**src/logic/pg_cfg_pkg.sv**
```systemverilog
// power-good debounce and pin polarity block: shared constants
// assumes a 200 MHz system clock; register indices are word indices
package pg_cfg_pkg;
	// ****************************************
	// clock and timing
	// ****************************************
	localparam int unsigned CLK_KHZ = 200000;
	localparam int unsigned DLY_A_MS = 320;
	localparam int unsigned DLY_B_MS = 200;
	localparam int unsigned DLY_C_MS = 600;
	localparam int unsigned DLY_A_CYC = DLY_A_MS * CLK_KHZ;
	localparam int unsigned DLY_B_CYC = DLY_B_MS * CLK_KHZ;
	localparam int unsigned DLY_C_CYC = DLY_C_MS * CLK_KHZ;
	localparam int CNT_W = 27;

	// ****************************************
	// register map (index; byte address is index * 4)
	// ****************************************
	localparam logic [7:0] IDX_CFG = 8'h2D;
	localparam logic [7:0] IDX_STAT = 8'h30;
	localparam logic [7:0] IDX_CLR = 8'h31;
	localparam logic [7:0] IDX_EN = 8'h32;
	localparam logic [7:0] IDX_LIVE = 8'h33;
	localparam logic [7:0] IDX_IGN = 8'h34;
	localparam logic [7:0] CFG_RST = 8'h00;
	localparam logic [7:0] IGN_RST = 8'h00;
	localparam logic [3:0] EVT_RST = 4'h0;

	// ****************************************
	// configuration fields
	// ****************************************
	localparam int DBN_HI = 7;
	localparam int DBN_LO = 4;
	localparam int FLAG_SEL_BIT = 3;
	localparam int EXTF_POL_BIT = 2;
	localparam int GATE_POL_BIT = 1;
	localparam int POWER_ON_REQUEST_IN_POL_BIT = 0;
	localparam logic [3:0] DBN_320 = 4'h0;
	localparam logic [3:0] DBN_200 = 4'h5;
	localparam logic [3:0] DBN_600 = 4'hA;
	localparam logic [3:0] DBN_ZERO = 4'hF;

	// ****************************************
	// event bits
	// ****************************************
	localparam int EV_PG_RISE = 0;
	localparam int EV_PG_FALL = 1;
	localparam int EV_FLAG_RISE = 2;
	localparam int EV_FAULT_DROP = 3;

	typedef enum logic [1:0] {
		PG_OFF = 2'b00,
		PG_WAIT_ON = 2'b01,
		PG_ON = 2'b10,
		PG_WAIT_OFF = 2'b11
	} pg_state_t;
endpackage

```
**src/logic/delay_timer_if.sv**
```systemverilog
// carrier between the power-good sequencer and its delay timer
// assumes both ends on the same clock
`timescale 1ns/1ps
interface delay_timer_if #(parameter int W = 27);
	logic start;
	logic [W-1:0] limit;
	logic expired;
	logic busy;
	modport ctrl (output start, output limit, input expired, input busy);
	modport tmr (input start, input limit, output expired, output busy);
endinterface // delay_timer_if

```
**src/logic/power_good_debounce_polarity.sv**
```systemverilog
// power-good sequencing, fault flag output and pin polarity with an Avalon-MM register slave
// assumes fault qualifiers are synchronous to mclk; request and flag pins are asynchronous
//
// The Avalon-MM interface to the registers was chosen for this implementation.
`timescale 1ns/1ps

// Functional notes
// - bits 7:4 select power-good delay: 0000=320ms, 0101=200ms, 1010=600ms, 1111=none.
// - power-good stays low until all supply checks are normal for the delay.
// - after power-on request goes inactive, wait the delay before dropping power-good.
// - bit 3 low: any flag sets flag output; high: only non-ignored flags.
// - bit 2 high makes the external flag input active low, else active high.
// - bit 1 high drives the or-ing transistor output active low, else active high.
// - bit 0 high makes the power-on request input active low, else active high.
module power_good_debounce_polarity
	import pg_cfg_pkg::*;
#(
	parameter int unsigned DLY_A = pg_cfg_pkg::DLY_A_CYC,
	parameter int unsigned DLY_B = pg_cfg_pkg::DLY_B_CYC,
	parameter int unsigned DLY_C = pg_cfg_pkg::DLY_C_CYC
) (
	input wire logic mclk,
	input wire logic rst,
	// Avalon-MM slave, byte addresses
	input wire logic [9:0] address,
	input wire logic read,
	input wire logic write,
	input wire logic [3:0] byteenable,
	input wire logic [31:0] writedata,
	output logic [31:0] readdata,
	output logic waitrequest,
	// pins
	input wire logic power_on_request_in,
	input wire logic external_flag_in,
	// fault qualifiers from other units, high = fault except supply_ok, which is high = good
	input wire logic supply_ok,
	input wire logic ocp_fast_primary,
	input wire logic ocp_acc_primary,
	input wire logic ocp_acc_secondary,
	input wire logic uvp_fault,
	input wire logic ovp_local_fault,
	input wire logic ovp_load_fault,
	output logic power_good_primary_out,
	output logic fault_flag_out,
	output logic oring_transistor_out,
	output logic irq
);
	import pg_cfg_pkg::*;

	// ****************************************
	// helpers
	// ****************************************
	function automatic logic [CNT_W-1:0] dly_cycles(input logic [3:0] sel);
		logic [CNT_W-1:0] c;
		c = CNT_W'(DLY_A);
		if (sel == DBN_200) begin
			c = CNT_W'(DLY_B);
		end else if (sel == DBN_600) begin
			c = CNT_W'(DLY_C);
		end else if (sel == DBN_ZERO) begin
			c = '0;
		end
		return c;
	endfunction

	function automatic logic [9:0] byte_addr(input logic [7:0] idx);
		return {idx, 2'b00};
	endfunction

	// ****************************************
	// input synchronisation and polarity
	// ****************************************
	// both asynchronous pins cross together; nothing reads the first flop
	logic [1:0] pin_q;
	pin_sync2 #(.W(2)) u_sync (
		.mclk(mclk),
		.rst(rst),
		.d({external_flag_in, power_on_request_in}),
		.q(pin_q)
	);

	logic [7:0] cfg_r;
	logic [7:0] ign_r;
	logic [3:0] en_r;
	logic [3:0] stat_r;
	logic [3:0] stat_nxt;

	wire power_on_request_in_act = pin_q[0] ^ cfg_r[POWER_ON_REQUEST_IN_POL_BIT];
	wire extf_act = pin_q[1] ^ cfg_r[EXTF_POL_BIT];
	wire [3:0] dbn_sel = cfg_r[DBN_HI:DBN_LO];
	wire [CNT_W-1:0] dly_now = dly_cycles(dbn_sel);
	// pattern 1111 bypasses the timer, which cannot count zero cycles
	wire dly_zero = (dly_now == '0);

	// ****************************************
	// fault qualification
	// ****************************************
	wire [7:0] flags = {
		extf_act,
		ovp_load_fault,
		ovp_local_fault,
		uvp_fault,
		ocp_acc_secondary,
		ocp_acc_primary,
		ocp_fast_primary,
		!supply_ok
	};
	wire checks_ok = (flags[6:0] == 7'h00);
	// the ignore mask only counts when the select bit is set
	wire [7:0] flags_eff = cfg_r[FLAG_SEL_BIT] ? (flags & ~ign_r) : flags;
	wire flag_nxt = |flags_eff;
	wire on_cond = power_on_request_in_act && checks_ok;

	// ****************************************
	// power-good sequencer
	// ****************************************
	delay_timer_if #(.W(CNT_W)) tif ();
	delay_timer #(.W(CNT_W)) u_tmr (
		.mclk(mclk),
		.rst(rst),
		.t(tif)
	);

	pg_state_t state_r;
	pg_state_t state_nxt;
	logic start_c;

	always_comb begin
		state_nxt = state_r;
		start_c = 1'b0;
		case (state_r)
			PG_OFF: begin
				if (on_cond && dly_zero) begin
					state_nxt = PG_ON;
				end else if (on_cond) begin
					state_nxt = PG_WAIT_ON;
					start_c = 1'b1;
				end
			end
			PG_WAIT_ON: begin
				// any check leaving normal limits restarts the whole wait
				if (!on_cond) begin
					state_nxt = PG_OFF;
				end else if (tif.expired) begin
					state_nxt = PG_ON;
				end
			end
			PG_ON: begin
				// a real fault drops power-good at once; only the request is debounced
				if (!checks_ok) begin
					state_nxt = PG_OFF;
				end else if (!power_on_request_in_act && dly_zero) begin
					state_nxt = PG_OFF;
				end else if (!power_on_request_in_act) begin
					state_nxt = PG_WAIT_OFF;
					start_c = 1'b1;
				end
			end
			PG_WAIT_OFF: begin
				if (!checks_ok) begin
					state_nxt = PG_OFF;
				end else if (power_on_request_in_act) begin
					state_nxt = PG_ON;
				end else if (tif.expired) begin
					state_nxt = PG_OFF;
				end
			end
			default: begin
				state_nxt = PG_OFF;
			end
		endcase
	end

	assign tif.start = start_c;
	assign tif.limit = dly_now;

	wire pg_nxt = (state_nxt == PG_ON) || (state_nxt == PG_WAIT_OFF);

	always_ff @(posedge mclk) begin
		if (rst) begin
			state_r <= PG_OFF;
		end else begin
			state_r <= state_nxt;
		end
	end

	// ****************************************
	// pin outputs
	// ****************************************
	always_ff @(posedge mclk) begin
		if (rst) begin
			power_good_primary_out <= 1'b0;
			fault_flag_out <= 1'b0;
			oring_transistor_out <= 1'b0;
		end else begin
			power_good_primary_out <= pg_nxt;
			fault_flag_out <= flag_nxt;
			// transistor conducts while power-good is held
			oring_transistor_out <= pg_nxt ^ cfg_r[GATE_POL_BIT];
		end
	end

	// ****************************************
	// events and interrupt
	// ****************************************
	wire pg_q = power_good_primary_out;
	wire ev_pg_rise = !pg_q && pg_nxt;
	wire ev_pg_fall = pg_q && !pg_nxt;
	wire ev_flag_rise = flag_nxt && !fault_flag_out;
	// marks power-good lost to a failed check rather than to the request
	wire ev_fault_drop = pg_q && !checks_ok;
	logic [3:0] evt;
	always_comb begin
		evt = 4'h0;
		evt[EV_PG_RISE] = ev_pg_rise;
		evt[EV_PG_FALL] = ev_pg_fall;
		evt[EV_FLAG_RISE] = ev_flag_rise;
		evt[EV_FAULT_DROP] = ev_fault_drop;
	end

	// ****************************************
	// Avalon-MM slave
	// ****************************************
	// one wait cycle per access; the register is then taken on the waitrequest-low edge
	logic wait_r;
	wire req = read || write;
	wire take_wr = write && !wait_r;
	wire be0 = byteenable[0];
	wire hit_cfg = (address == byte_addr(IDX_CFG));
	wire hit_stat = (address == byte_addr(IDX_STAT));
	wire hit_clr = (address == byte_addr(IDX_CLR));
	wire hit_en = (address == byte_addr(IDX_EN));
	wire hit_live = (address == byte_addr(IDX_LIVE));
	wire hit_ign = (address == byte_addr(IDX_IGN));
	wire wr_cfg = take_wr && be0 && hit_cfg;
	wire wr_ign = take_wr && be0 && hit_ign;
	wire wr_en = take_wr && be0 && hit_en;
	wire wr_clr = take_wr && be0 && hit_clr;
	wire [3:0] clr_mask = wr_clr ? writedata[3:0] : 4'h0;
	wire [7:0] live = {
		3'b000,
		extf_act,
		power_on_request_in_act,
		checks_ok,
		fault_flag_out,
		pg_q
	};

	// write-only clear and unmapped indices read as zero
	logic [31:0] rd_mux;
	always_comb begin
		rd_mux = 32'h0000_0000;
		if (hit_cfg) begin
			rd_mux = {24'h000000, cfg_r};
		end else if (hit_stat) begin
			rd_mux = {28'h0000000, stat_r};
		end else if (hit_en) begin
			rd_mux = {28'h0000000, en_r};
		end else if (hit_live) begin
			rd_mux = {24'h000000, live};
		end else if (hit_ign) begin
			rd_mux = {24'h000000, ign_r};
		end
	end

	// a new event outlives a clear in the same cycle
	assign stat_nxt = (stat_r & ~clr_mask) | evt;

	always_ff @(posedge mclk) begin
		if (rst) begin
			wait_r <= 1'b1;
			readdata <= 32'h0000_0000;
		end else begin
			wait_r <= !(req && wait_r);
			readdata <= (read && wait_r) ? rd_mux : readdata;
		end
	end

	always_ff @(posedge mclk) begin
		if (rst) begin
			cfg_r <= CFG_RST;
			ign_r <= IGN_RST;
			en_r <= EVT_RST;
			stat_r <= EVT_RST;
			irq <= 1'b0;
		end else begin
			if (wr_cfg) begin
				cfg_r <= writedata[7:0];
			end
			if (wr_ign) begin
				ign_r <= writedata[7:0];
			end
			if (wr_en) begin
				en_r <= writedata[3:0];
			end
			stat_r <= stat_nxt;
			irq <= |(stat_nxt & en_r);
		end
	end

	assign waitrequest = wait_r;
endmodule // power_good_debounce_polarity

```
**src/logic/pin_sync2.sv**
```systemverilog
// two-flop synchroniser for pins arriving from outside the clock domain
// assumes inputs change slowly against the clock
`timescale 1ns/1ps
module pin_sync2 #(parameter int W = 2) (
	input wire logic mclk,
	input wire logic rst,
	input wire logic [W-1:0] d,
	output logic [W-1:0] q
);
	logic [W-1:0] meta_r;
	always_ff @(posedge mclk) begin
		if (rst) begin
			meta_r <= '0;
			q <= '0;
		end else begin
			meta_r <= d;
			q <= meta_r;
		end
	end
endmodule // pin_sync2

```
**src/logic/delay_timer.sv**
```systemverilog
// one-shot down counter: start loads limit, expired pulses at zero
// assumes limit is at least one cycle
`timescale 1ns/1ps
module delay_timer #(parameter int W = 27) (
	input wire logic mclk,
	input wire logic rst,
	delay_timer_if.tmr t
);
	logic [W-1:0] cnt_r;
	logic busy_r;
	logic exp_r;
	wire last = busy_r && (cnt_r == W'(1));
	assign t.busy = busy_r;
	assign t.expired = exp_r;
	always_ff @(posedge mclk) begin
		if (rst) begin
			cnt_r <= '0;
			busy_r <= 1'b0;
			exp_r <= 1'b0;
		end else begin
			// a restart mid-count simply reloads
			cnt_r <= t.start ? t.limit : (busy_r ? cnt_r - W'(1) : cnt_r);
			busy_r <= t.start ? 1'b1 : (busy_r && !last);
			exp_r <= !t.start && last;
		end
	end
endmodule // delay_timer

```
**config.mk**
```make
export PLATFORM = sky130hd
export DESIGN_NAME = power_good_debounce_polarity
export DESIGN_NICKNAME = d
export VERILOG_FILES = /design/src/logic/pg_cfg_pkg.sv /design/src/logic/delay_timer_if.sv /design/src/logic/power_good_debounce_polarity.sv /design/src/logic/pin_sync2.sv /design/src/logic/delay_timer.sv
export SDC_FILE = /design/constraint.sdc
export NUM_CORES = 1
export LEC_CHECK = 0
export ABC_AREA = 1
export BUFFER_PORTS_ARGS = -buffer_cell sky130_fd_sc_hd__clkbuf_2
export CORE_MARGIN = 10
export CORE_UTILIZATION = 54
export CTS_CLUSTER_DIAMETER = 150
export DETAILED_ROUTE_END_ITERATION = 10
export HOLD_SLACK_MARGIN = 0.08
export PLACE_DENSITY_LB_ADDON = 0.08
export SLEW_MARGIN = 20
export SYNTH_ARGS = -nofsm -noshare
export SYNTH_HDL_FRONTEND = slang
export SYNTH_SLANG_ARGS = --single-unit
```
**constraint.sdc**
```tcl
create_clock -name mclk -period 1.8 [get_ports mclk]
set_clock_uncertainty 0.15 [all_clocks]
set_input_delay 0.36 -clock mclk [delete_from_list [all_inputs] [get_ports mclk]]
set_output_delay 0.36 -clock mclk [all_outputs]
set_load 0.01 [all_outputs]
```
# Word level (Yosys, flattened, before mapping)
# Cells that the tools add are included.
op_classes:
  n_mux: 30
  n_eq_ne: 15
  n_reduce_logical: 36
  n_bitwise: 9
  add_sub_neg: 1
ops:
  columns: ["op", "count"]
  rows:
  - ["$mux W27", 4]
  - ["$eq A10 B8 Y1 const B", 6]
  - ["$mux W8", 6]
  - ["$eq A27 B1 Y1 const B", 1]
  - ["$logic_not A27 Y1", 1]
  - ["$sub A27 B1 Y27 const B", 1]
  - ["$mux W26", 1]
  - ["$mux W2", 10]
  - ["$logic_and A1 B1 Y1", 18]
  - ["$logic_not A1 Y1", 10]
  - ["$and A4 B4 Y4", 2]
  - ["$and A8 B8 Y8", 1]
  - ["$eq A2 B2 Y1 const B", 4]
  - ["$eq A4 B4 Y1 const B", 2]
  - ["$not A8 Y8", 1]
  - ["$pmux W2 S4", 1]
  - ["$reduce_or A8 Y1", 1]
  - ["$logic_not A7 Y1", 1]
  - ["$mux W1", 6]
  - ["$eq A4 B3 Y1 const B", 1]
  - ["$mux W4", 1]
  - ["$not A4 Y4", 1]
  - ["$or A4 B4 Y4", 1]
  - ["$reduce_or A4 Y1", 1]
  - ["other kinds (6)", 9]
word_totals:
  output_inout_bits: 37
  reg_bits: 96

# Longest topological paths before layout
# Gate-level depths: netlist of the first run.
depth:
  depth_word: 16
  depth_mapped: 13

# Modules after synthesis
# A second synthesis of the first run with hierarchy kept.
hier_totals:
  hier_cells: 648
  hier_area_um2: 4266.6
by_module_without_submodules:
  columns: ["mod", "area_each_um2", "cells_each", "n_inst"]
  rows:
  - ["power_good_debounce_polarity", 2218.4, 333, 1]
  - ["delay_timer", 1938.1, 303, 1]
  - ["pin_sync2", 110.1, 12, 1]

# Least setup slack after synthesis of the first run
# OpenSTA, ideal clock, no wires.
synth_timing:
  kind: "input to register"
  startpoint: "input address[1]"
  endpoint: "register ign_r[0]"
  path_stages: 8
  path_slack_ns: 0.103
  t_arrival_ns: 1.428
  path_buffers: 1
  required_time_ns: 1.531
  setup_ns: 0.119
  cell_sequence: "or2_1 nor2_2 nand2_1 nor2_4 nand3_2 buf_2 o21ai_1 a21oi_1"
synth_between:
  elab_chain_len: 2
synth_rtl:
  columns: ["element", "line", "source"]
  rows:
  - ["start: declaration", "power_good_debounce_polarity.sv:25", "input wire logic [9:0] address,"]
  - ["$eq A10 B8 Y1", "power_good_debounce_polarity.sv:234", "wire hit_ign = (address == byte_addr(IDX_IGN));"]
  - ["$logic_and A1 B1 Y1", "power_good_debounce_polarity.sv:236", "wire wr_ign = take_wr && be0 && hit_ign;"]
  - ["end signal: assignment", "power_good_debounce_polarity.sv:291", "ign_r <= writedata[7:0];"]
  - ["end: declaration", "power_good_debounce_polarity.sv:83", "logic [7:0] ign_r;"]
# No other way between the ends.
# A chain may end at the register's enable or synchronous reset.

# Worst setup path in the final report of the first run
layout_timing:
  startpoint: "register u_sync.q[0]"
  endpoint: "register u_tmr.cnt_r[4]"
layout_between:
  elab_chain_len: 7
  elab_cells_between_ends: 13
  classes_between: "mux (7); bitwise (1); reduce/logical (5)"
layout_rtl:
  columns: ["element", "line", "source"]
  rows:
  - ["start: declaration", "pin_sync2.sv:8", "output logic [W-1:0] q"]
  - ["start signal: assignment", "pin_sync2.sv:17", "q <= meta_r;"]
  - ["$xor A1 B1 Y1 *", "power_good_debounce_polarity.sv:88", "wire power_on_request_in_act = pin_q[0] ^ cfg_r[POWER_ON_REQUEST_IN_POL_BIT];"]
  - ["$logic_not A1 Y1", null, null]
  - ["$logic_and A1 B1 Y1", "power_good_debounce_polarity.sv:152", "end else if (!power_on_request_in_act && dly_zero) begin"]
  - ["$mux W1", "power_good_debounce_polarity.sv:152", null]
  - ["$mux W1", "power_good_debounce_polarity.sv:150", "if (!checks_ok) begin"]
  - ["$pmux W1 S2 *", "power_good_debounce_polarity.sv:131", "case (state_r)"]
  - ["$mux W27 or $reduce_bool A2 Y1 (tied branches)", null, null]
  - ["end signal: assignment", "delay_timer.sv:22", "cnt_r <= t.start ? t.limit : (busy_r ? cnt_r - W'(1) : cnt_r);"]
  - ["end: declaration", "delay_timer.sv:9", "logic [W-1:0] cnt_r;"]
# Every way passes the cells marked *; elsewhere a longest branch is shown, timed or not.

==> impl_metrics.py, run 1 <==
metrics = {
    "worst_setup_path": {
        "worst-path-max-fanout": 8,
        "cp-start-kind": "flip-flop",
        "r2r_slack_ps": 100,
        "cp.arrival_ps": 1840,
        "crit_path_end_kind": "flip-flop",
        "worst-setup-path-type": "flip-flop to flip-flop",
        "required_ps": 1940,
    },
    "floorplan": {
        "die_area_um2": 11530,
        "rows": 31,
        "chipHeight_um": 107.4,
        "initial_core_util": 0.5626,
        "dieWidth_um": 107.4,
        "io_pins": 96,
        "core_um2": 7331,
    },
    "min_path": {
        "holdCritPathClass": "input pin to flip-flop",
    },
    "route": {
        "routed_wl_um": 10990,
        "drc_errors": 0,
        "vias": 4136,
        "routedWlPerCell_um": 13.60,
        "drt_iter0_markers": 280,
        "viasPerCell": 5.119,
        "ant_nets": 0,
        "dr.pass1.iters": 6,
    },
    "place": {
        "dpl_worst_slack_ps": -159.8,
        "place_congestion": 0.9699,
        "io_buffers": 44,
        "hpwl_um": 8500,
    },
    "yosys": {
        "synth.avg_cell_area_um2": 6.896,
        "seq_area_frac_synth": 0.3447,
        "yosysWarnings": 0,
        "synth_top_area_cell": "dfxtp_1",
        "synth_edf_count": 0,
        "synth_flop_cell": "dfxtp_1",
        "synth.most_common_cell": "nand2_1",
        "synth_top_area_share": 0.3447,
        "ys_seq_elements": 71,
        "netlist_instances": 598,
        "synth_cell_type_count": 45,
        "syn_area_um2": 4124,
        "async_reset_ff_frac": 0,
        "ys_top_cells_by_area": "dfxtp_1, nand2_1, inv_1",
        "synthTopCellsByCount": "nand2_1, inv_1, dfxtp_1, nor2_1, a21oi_1",
    },
    "sta": {
        "final-setup-viol-count": 0,
        "hold_violations": 0,
        "maxSlewViolCount": 0,
        "worst_slack_ps": 97.47,
        "rsz0062_at_grt": "true",
        "setup_tns_ps": 0,
        "period_needed_ps": 1703,
        "finalCritPeriodShare": 0.9458,
        "max_freq_mhz": 587.4,
    },
    "power": {
        "power.density_nw_per_um2": 636.6,
        "p_leak_nw": 2.503,
        "finalPower_w": 0.003269,
        "ir_drop_uv": 428.4,
    },
    "global_route": {
        "grt_pass1_vias": 3903,
        "grt-ovfl-total": 0,
        "grt_pass1_wl_um": 17910,
        "grt_usage": 0.1869,
        "antenna_found_initial": 0,
        "grt_max_degree": 28,
    },
    "final_layout": {
        "syn2layout_area_growth_pct": 24.51,
        "nets": 765,
        "n_antenna_cell": 0,
        "drive_gt1_frac": 0.2764,
        "fill_cells": 637,
    },
    "clock_tree": {
        "clkLatencyLatePin_ps": 350,
        "numCtsBuffers": 9,
        "tritoncts": "built",
        "cts.clk_slew.worst_paths_ps": 90,
        "cts.sinks": 71,
        "cts_root_buffer": "clkbuf_8",
        "htreeDepth": 3,
        "cts_buffer_depth": 2,
    },
    "flow_run": {
        "max_cap_viol_count": 0,
    },
    "run_status": {
        "status": "finished clean",
    },
}
-- registers in the layout, summed over array words and instances (netlist names), 2 cells and up --
register and flops:
ign_r 8, cfg_r 8, u_sync.meta_r 2, readdata 8, u_sync.q 2, u_tmr.cnt_r 27, en_r 4, state_r 2
stat_r 4
-- cells in the final DEF (no fill, tap or decap), types with 7 or more instances in the layout --
cell and n:
conb_1 24, inv_2 8, buf_4 59, a21oi_1 48, nand3_1 30, nand2_1 96
clkbuf_2 44, nor2_2 16, xor2_1 9, nor3_1 7, o21ai_1 20, xnor2_1 10
dfxtp_1 66, nor2_1 60, inv_1 70, o21ai_0 38, nand4_1 8, clkbuf_8 12
nand2_2 13
-- metal layers --
metal / share of wire / GRT usage
met1: 0.47 / 0.2572
met2: 0.44 / 0.2832
met3: 0.080 / 0.04072
met4: 0.010 / 0.05916
met5: 0 / 0
-- through the flow --
| stage | hold slack [ps] | utilization | cell area [µm²] | cells |
|---|---|---|---|---|
| global placement | 243.0 | 0.6505 | 4768 | 787 |
| floorplan | 238.3 | - | 4210 | 621 |
| detailed placement | 251.3 | 0.6505 | 4768 | 787 |
| CTS | 81.94 | 0.6842 | 5016 | 806 |
| global route | 93.24 | 0.7005 | 5135 | 808 |
| finish | 91.07 | 0.7005 | 5135 | 808 |
-- final cells by class --
class / count / area, µm² / share of cell area
clock inverters: 4 / 52.55 / 0.01023
inverters: 80 / 302.8 / 0.05897
multi-input cells: 433 / 2318 / 0.4515
repair buffers: 109 / 744.5 / 0.1450
clock buffers: 12 / 165.2 / 0.03216
well taps: 99 / 123.9 / 0.02412
flip-flops and latches: 71 / 1428 / 0.2780
-- path summary, 6_finish.rpt --
check,to,cells after the start,start
setup reg to reg,u_tmr.cnt_r[4]$_SDFFE_PP0P_,11,u_sync.q[0]$_SDFF_PP0_
hold reg to reg,u_sync.q[1]$_SDFF_PP0_,2,u_sync.meta_r[1]$_SDFF_PP0_
setup / recovery,u_tmr.cnt_r[4]$_SDFFE_PP0P_,11,u_sync.q[0]$_SDFF_PP0_
hold / removal,waitrequest$_SDFF_PP1_,2,write
-- kinds of logic after synthesis --
group                      share of synthesized area
buffers and inverters                         0.1362
adders and majority gates                   0.006067
AOI/OAI and AO/OA                             0.1714
DFF                                           0.3447
and+or+nand+nor                               0.3004
other                                      0.0009093
xor gates and xnor gates                     0.04035
-- worst max-delay path, cell delays in order (launching register included) --
cell	delay, ps
dfxtp_1	340
inv_1	60
nand2_2	100
nand2_4	90
nand2_2	100
inv_2	50
nand3_4	80
nand2_4	90
buf_4	160
nor2_4	180
inv_4	80
nor3_2	160
-- power breakdown --
group,internal (W),switching [W],total [W],leakage [nW]
combinational,0.000116,0.000178,0.000295,1.83
sequential,0.00159,0.00000988,0.00160,0.577
clock,0.000754,0.000625,0.00138,0.101
-- timing repair --
item / 4_1_cts / 5_1_grt
gates resized for setup: 0 / 38
setup endpoints to repair: 0 / 23
hold endpoints to repair: 3 / 0
hold buffers: 3 / 0
buffers inserted: 0 / 2
No activity file was read; power rests on OpenSTA's default activity.
==> inputs of run 2 (changes only) <==
- REMOVE_ABC_BUFFERS: default -> 1
==> run 2 against run 1 <==
Against the previous run:
- register-to-register slack got worse by 40 ps
- final area increased by 1.9%
- critical endpoint is now u_tmr.cnt_r[9]$_SDFFE_PP0P_
- worst hold slack about the same
- setup slack got worse by 41 ps
- critical path type unchanged
- combinational power increased by 3%
==> impl_metrics.py, run 2 (synthesis results as in run 1) <==
metrics = {
    "run_status": {
        "status": "finished clean",
    },
    "power": {
        "switching_share": 0.2432,
        "p_leak_nw": 2.587,
        "ir_drop_uv": 485.3,
        "finalPower_w": 0.003272,
        "power.density_nw_per_um2": 625.5,
        "p_seq_frac": 0.488,
        "switching_power_w": 0.0007960,
        "intPower_w": 0.002476,
        "combPwrFrac": 0.093,
        "power_frac_clock": 0.419,
    },
    "final_layout": {
        "syn2layout_area_growth_pct": 26.85,
        "regMostFlops": "u_tmr.cnt_r",
        "design_area_um2": 5231,
        "final_common_cell": "nand2_1",
        "drive_gt1_frac": 0.2758,
        "final_cell_mix": "nand2_1, inv_1, buf_4",
        "largest_reg_flops": 27,
        "nets": 775,
        "n_antenna_cell": 0,
        "fin_cells": 817,
    },
    "worst_setup_path": {
        "worst-path-max-fanout": 5,
        "worst-setup-path-type": "flip-flop to flip-flop",
        "crit_path_end_kind": "flip-flop",
        "r2r_start": "u_sync.q[0]$_SDFF_PP0_",
        "r2r_end": "u_tmr.cnt_r[9]$_SDFFE_PP0P_",
        "r2r_slack_ps": 60,
        "cp-startpoint": "u_sync.q[0]$_SDFF_PP0_",
        "cp.arrival_ps": 1830,
        "r2r_cells": 11,
        "required_ps": 1880,
        "cp-start-kind": "flip-flop",
    },
    "place": {
        "io_buffers": 44,
        "dpl_cell_area_um2": 4808,
        "place_congestion": 0.8956,
        "hpwl_um": 8818,
        "dp_cells": 789,
    },
    "sta": {
        "final-setup-viol-count": 0,
        "max_freq_mhz": 573.6,
        "maxSlewViolCount": 0,
        "hold_violations": 0,
        "period_needed_ps": 1743,
        "rsz0062_at_grt": "true",
        "finalCritPeriodShare": 0.9686,
        "holdWs_ps": 90.81,
    },
    "floorplan": {
        "die_area_um2": 11530,
        "io_pins": 96,
        "rows": 31,
        "dieWidth_um": 107.4,
        "chipHeight_um": 107.4,
        "initial_core_util": 0.5626,
        "core_um2": 7331,
    },
    "route": {
        "drt_iter0_markers": 273,
        "dr.pass1.iters": 5,
        "drc_errors": 0,
        "routed_wl_um": 11490,
        "ant_nets": 0,
        "vias": 4190,
        "routedWlPerCell_um": 14.06,
        "viasPerCell": 5.129,
    },
    "flow_run": {
        "max_cap_viol_count": 0,
    },
    "global_route": {
        "grt_pass1_wl_um": 17860,
        "antenna_found_initial": 0,
        "grt_max_degree": 41,
        "grt-ovfl-total": 0,
        "grt_usage": 0.1896,
        "grt_pass1_vias": 3825,
    },
    "clock_tree": {
        "cts_root_buffer": "clkbuf_8",
        "cts.clk_slew.worst_paths_ps": 70,
        "htreeDepth": 3,
        "numCtsBuffers": 9,
        "clkLatencyLatePin_ps": 340,
        "tritoncts": "built",
        "cts_buffer_depth": 2,
        "cts.sinks": 71,
    },
    "min_path": {
        "min_to": "waitrequest$_SDFF_PP1_",
        "holdCritStartpoint": "write",
        "holdCritPathClass": "input pin to flip-flop",
        "min_path_cells": 2,
    },
}
run 2: timing repair:
action | CTS | global route
setup endpoints to repair | 0 | 33
setup buffers | 0 | 9
hold endpoints to repair | 3 | 0
resized for setup | 0 | 31
hold buffers | 3 | 0
run 2: worst max path at each step:
stage / end / slack (ps) / depth (start not counted)
2_1_floorplan: u_tmr.cnt_r[1]$_SDFFE_PP0P_ / 90 / 11
3_3_place_gp: irq$_SDFF_PP0_ / -110 / 10
3_5_place_dp: u_tmr.cnt_r[1]$_SDFFE_PP0P_ / -150 / 12
4_1_cts: u_tmr.cnt_r[22]$_SDFFE_PP0P_ / 5 / 9
5_1_grt: u_tmr.cnt_r[11]$_SDFFE_PP0P_ / -80 / 11
6_report: u_tmr.cnt_r[9]$_SDFFE_PP0P_ / 60 / 11
run 2: cell type report:
type | instances | area [µm²]
multi-input combinational | 434 | 2317
fill | 600 | 2100
sequential | 71 | 1429
timing repair buffer | 118 | 845.8
inverter | 80 | 305.3
clock buffer | 9 | 123.9
tap | 99 | 123.9
clock inverter | 6 | 86.33
run 2: layer usage:
layer	global-route usage	part of all wire	vias to the layer above
met2	0.2901	0.44	129
met1	0.2610	0.47	1920
met3	0.04012	0.072	12
li1	-	-	2129
met5	0	0	-
met4	0.05534	0.012	0
run 2: power by group through the flow:
| stage | clock [W] | combinational, W | sequential [W] |
|---|---|---|---|
| 3_5_place_dp | 0 | 0.000286 | 0.00163 |
| 4_1_cts | 0.00139 | 0.000292 | 0.00160 |
| 6_report | 0.00137 | 0.000304 | 0.00160 |
| 3_3_place_gp | 0 | 0.000280 | 0.00163 |
| 2_1_floorplan | 0 | 0.000145 | 0.00163 |
| 5_1_grt | 0.00146 | 0.000337 | 0.00160 |
run 2: worst max-delay path, stage by stage, from the launching register on:
cell	delay, ps
dfxtp_2	330
inv_1	50
nand2_1	80
nand2_2	130
nand2_2	80
inv_2	80
nand3_4	130
buf_12	170
nand3_4	90
nand3_2	140
o21ai_1	150
inv_1	50
run 2: per-stage QoR:
step	setup slack (ps)	utilization	TNS, ps
after floorplan	94.79	-	0
after global placement	-109.0	0.6559	-1723
after detailed placement	-148.0	0.6559	-3204
after CTS	5.052	0.6887	0
after global routing	-75.72	0.7136	-391.3
final	56.55	0.7136	0
==> inputs of run 3 (changes only) <==
- CAP_MARGIN: default -> 20
- GPL_TIMING_DRIVEN: default -> 0
==> run 3 against run 2 <==
Against the previous run:
- via count decreased by 4.2%
- setup slack better by 27 ps
- count of clock-buffer cells in the layout increased by 5
- register-to-register slack better by 30 ps
- critical endpoint is now u_tmr.cnt_r[11]$_SDFFE_PP0P_
==> impl_metrics.py, run 3 (synthesis results as in run 1) <==
metrics = {
    "sta": {
        "period_needed_ps": 1716,
        "finalCritPeriodShare": 0.9535,
        "rsz0062_at_grt": "true",
        "tightestPinTransition_ps": 609.1,
        "relSlewSlack": 0.5939,
        "setup_tns_ps": 0,
        "max_freq_mhz": 582.6,
        "hold_violations": 0,
        "final-setup-viol-count": 0,
        "maxSlewViolCount": 0,
    },
    "power": {
        "intPower_w": 0.002310,
        "switching_share": 0.2431,
        "switching_power_w": 0.0007418,
        "p_leak_nw": 2.274,
        "power.density_nw_per_um2": 638.1,
        "combPwrFrac": 0.088,
        "p_seq_frac": 0.522,
        "ir_drop_uv": 393.4,
        "power_frac_clock": 0.390,
    },
    "worst_setup_path": {
        "required_ps": 1890,
        "worst-path-max-fanout": 7,
        "worst_path_most_repeated_cell": "inv_1",
        "r2r_end": "u_tmr.cnt_r[11]$_SDFFE_PP0P_",
        "r2r_slack_ps": 80,
        "crit_path_end_kind": "flip-flop",
        "cp_top_family": "simple AND/OR/NAND/NOR gates",
        "slowest_delay_ps": 380,
        "r2r_cells": 9,
        "cp-start-kind": "flip-flop",
        "cp_slowest_cell": "dfxtp_2",
        "cp.arrival_ps": 1810,
        "path_buf_inv": 2,
        "path_cells": "nand4_4 > nand2_2 > nor2_4 > nand2_4 > nand3_4 > inv_1 > a21oi_1 > o21ai_1 > inv_1",
        "r2r_start": "cfg_r[7]$_SDFFE_PP0P_",
        "worst-setup-path-type": "flip-flop to flip-flop",
    },
    "final_layout": {
        "design_area_um2": 4782,
        "n_antenna_cell": 0,
        "nets": 714,
        "final_cell_mix": "nand2_1, inv_1, dfxtp_1",
        "regMostFlops": "u_tmr.cnt_r",
        "syn2layout_area_growth_pct": 15.96,
        "fill_cells": 684,
        "drive_gt1_frac": 0.2302,
        "largest_reg_flops": 27,
        "fin_cells": 755,
        "final_common_cell": "nand2_1",
    },
    "clock_tree": {
        "cts.sinks": 71,
        "tritoncts": "built",
        "clkLatencyLatePin_ps": 340,
        "cts.clk_slew.worst_paths_ps": 70,
        "cts_buffer_depth": 2,
        "numCtsBuffers": 9,
        "htreeDepth": 3,
        "cts_root_buffer": "clkbuf_8",
    },
    "global_route": {
        "grt_max_degree": 25,
        "grt-ovfl-total": 0,
        "grt_usage": 0.1849,
        "grt_pass1_vias": 3745,
        "antenna_found_initial": 0,
        "grt_pass1_wl_um": 17530,
    },
    "floorplan": {
        "rows": 31,
        "die_area_um2": 11530,
        "core_um2": 7331,
        "initial_core_util": 0.5626,
        "dieWidth_um": 107.4,
        "chipHeight_um": 107.4,
        "io_pins": 96,
    },
    "min_path": {
        "holdCritStartpoint": "write",
        "min_to": "waitrequest$_SDFF_PP1_",
        "min_path_cells": 2,
        "holdCritPathClass": "input pin to flip-flop",
    },
    "place": {
        "hpwl_um": 7649,
        "dpl_cell_area_um2": 4293,
        "io_buffers": 44,
        "dp_cells": 727,
        "place_congestion": 0.9009,
    },
    "route": {
        "ant_nets": 0,
        "routedWlPerCell_um": 14.43,
        "routed_wl_um": 10890,
        "drc_errors": 0,
        "drt_iter0_markers": 301,
        "dr.pass1.iters": 5,
        "viasPerCell": 5.317,
        "vias": 4014,
    },
    "run_status": {
        "status": "finished clean",
    },
    "flow_run": {
        "max_cap_viol_count": 0,
    },
}
-- run 3: cell count changes in the layout (fill, tap and decap cells not counted), moves of 3 or more --
cell	delta
nor2_1	-5
nor2_4	+3
nand2_4	+3
dfxtp_4	+3
buf_12	-5
buf_4	-59
clkbuf_8	+4
-- run 3: what timing repair did --
item | in CTS | in global routing
gates cloned | 3 | 1
setup endpoints to repair | 47 | 41
pin swaps | 2 | 6
gates resized for setup | 12 | 45
hold buffers | 3 | 0
hold endpoints to repair | 3 | 0
setup buffers | 2 | 5
-- run 3: power by group through the flow --
stage / clock, W / sequential [W] / combinational, W
final: 0.00119 / 0.00159 / 0.000269
after global routing: 0.00127 / 0.00159 / 0.000301
after CTS: 0.00122 / 0.00159 / 0.000255
after detailed placement: 0 / 0.00163 / 0.000244
after global placement: 0 / 0.00163 / 0.000240
after floorplan: 0 / 0.00163 / 0.000145
-- run 3: worst max-delay path by stage --
stage                                      startpoint                      endpoint  slack (ps)  cells past startpoint
after floorplan                     ocp_acc_secondary   u_tmr.cnt_r[1]$_SDFFE_PP0P_          90                     11
after global placement                            rst  u_tmr.cnt_r[26]$_SDFFE_PP0P_        -530                      4
after detailed placement                          rst  u_tmr.cnt_r[16]$_SDFFE_PP0P_        -570                      4
after CTS                 u_tmr.cnt_r[7]$_SDFFE_PP0P_  u_tmr.cnt_r[25]$_SDFFE_PP0P_           6                      9
after global routing                       address[9]         cfg_r[0]$_SDFFE_PP0P_         -40                      7
final                           cfg_r[7]$_SDFFE_PP0P_  u_tmr.cnt_r[11]$_SDFFE_PP0P_          80                      9
-- run 3: final cells by class --
class	instances	area, µm²	area share
Timing Repair Buffer	54	302.8	0.06332
Sequential cell	71	1439	0.3009
Clock buffer	14	182.7	0.03820
Tap cell	99	123.9	0.02590
Inverter	80	307.8	0.06436
Multi-Input combinational cell	436	2419	0.5058
Timing Repair inverter	1	7.507	0.001570
-- run 3: metal layers --
metal  share of wire  up-vias  global-route usage
met4           0.012        0             0.05153
met5               0        -                   0
li1                -     2010                   -
met2            0.43      170              0.2814
met1            0.46     1821              0.2477
met3           0.095       13             0.05449
-- run 3: stage by stage --
| stage | total power [W] | util | hold WS (ps) | setup WS, ps |
|---|---|---|---|---|
| floorplan | 0.001780 | - | 238.3 | 94.79 |
| global placement | 0.001872 | 0.5856 | 241.1 | -533.5 |
| detailed placement | 0.001876 | 0.5856 | 244.1 | -573.8 |
| CTS | 0.003072 | 0.6266 | 86.43 | 5.522 |
| global route | 0.003161 | 0.6523 | 93.02 | -39.38 |
| finish | 0.003051 | 0.6523 | 97.33 | 83.69 |
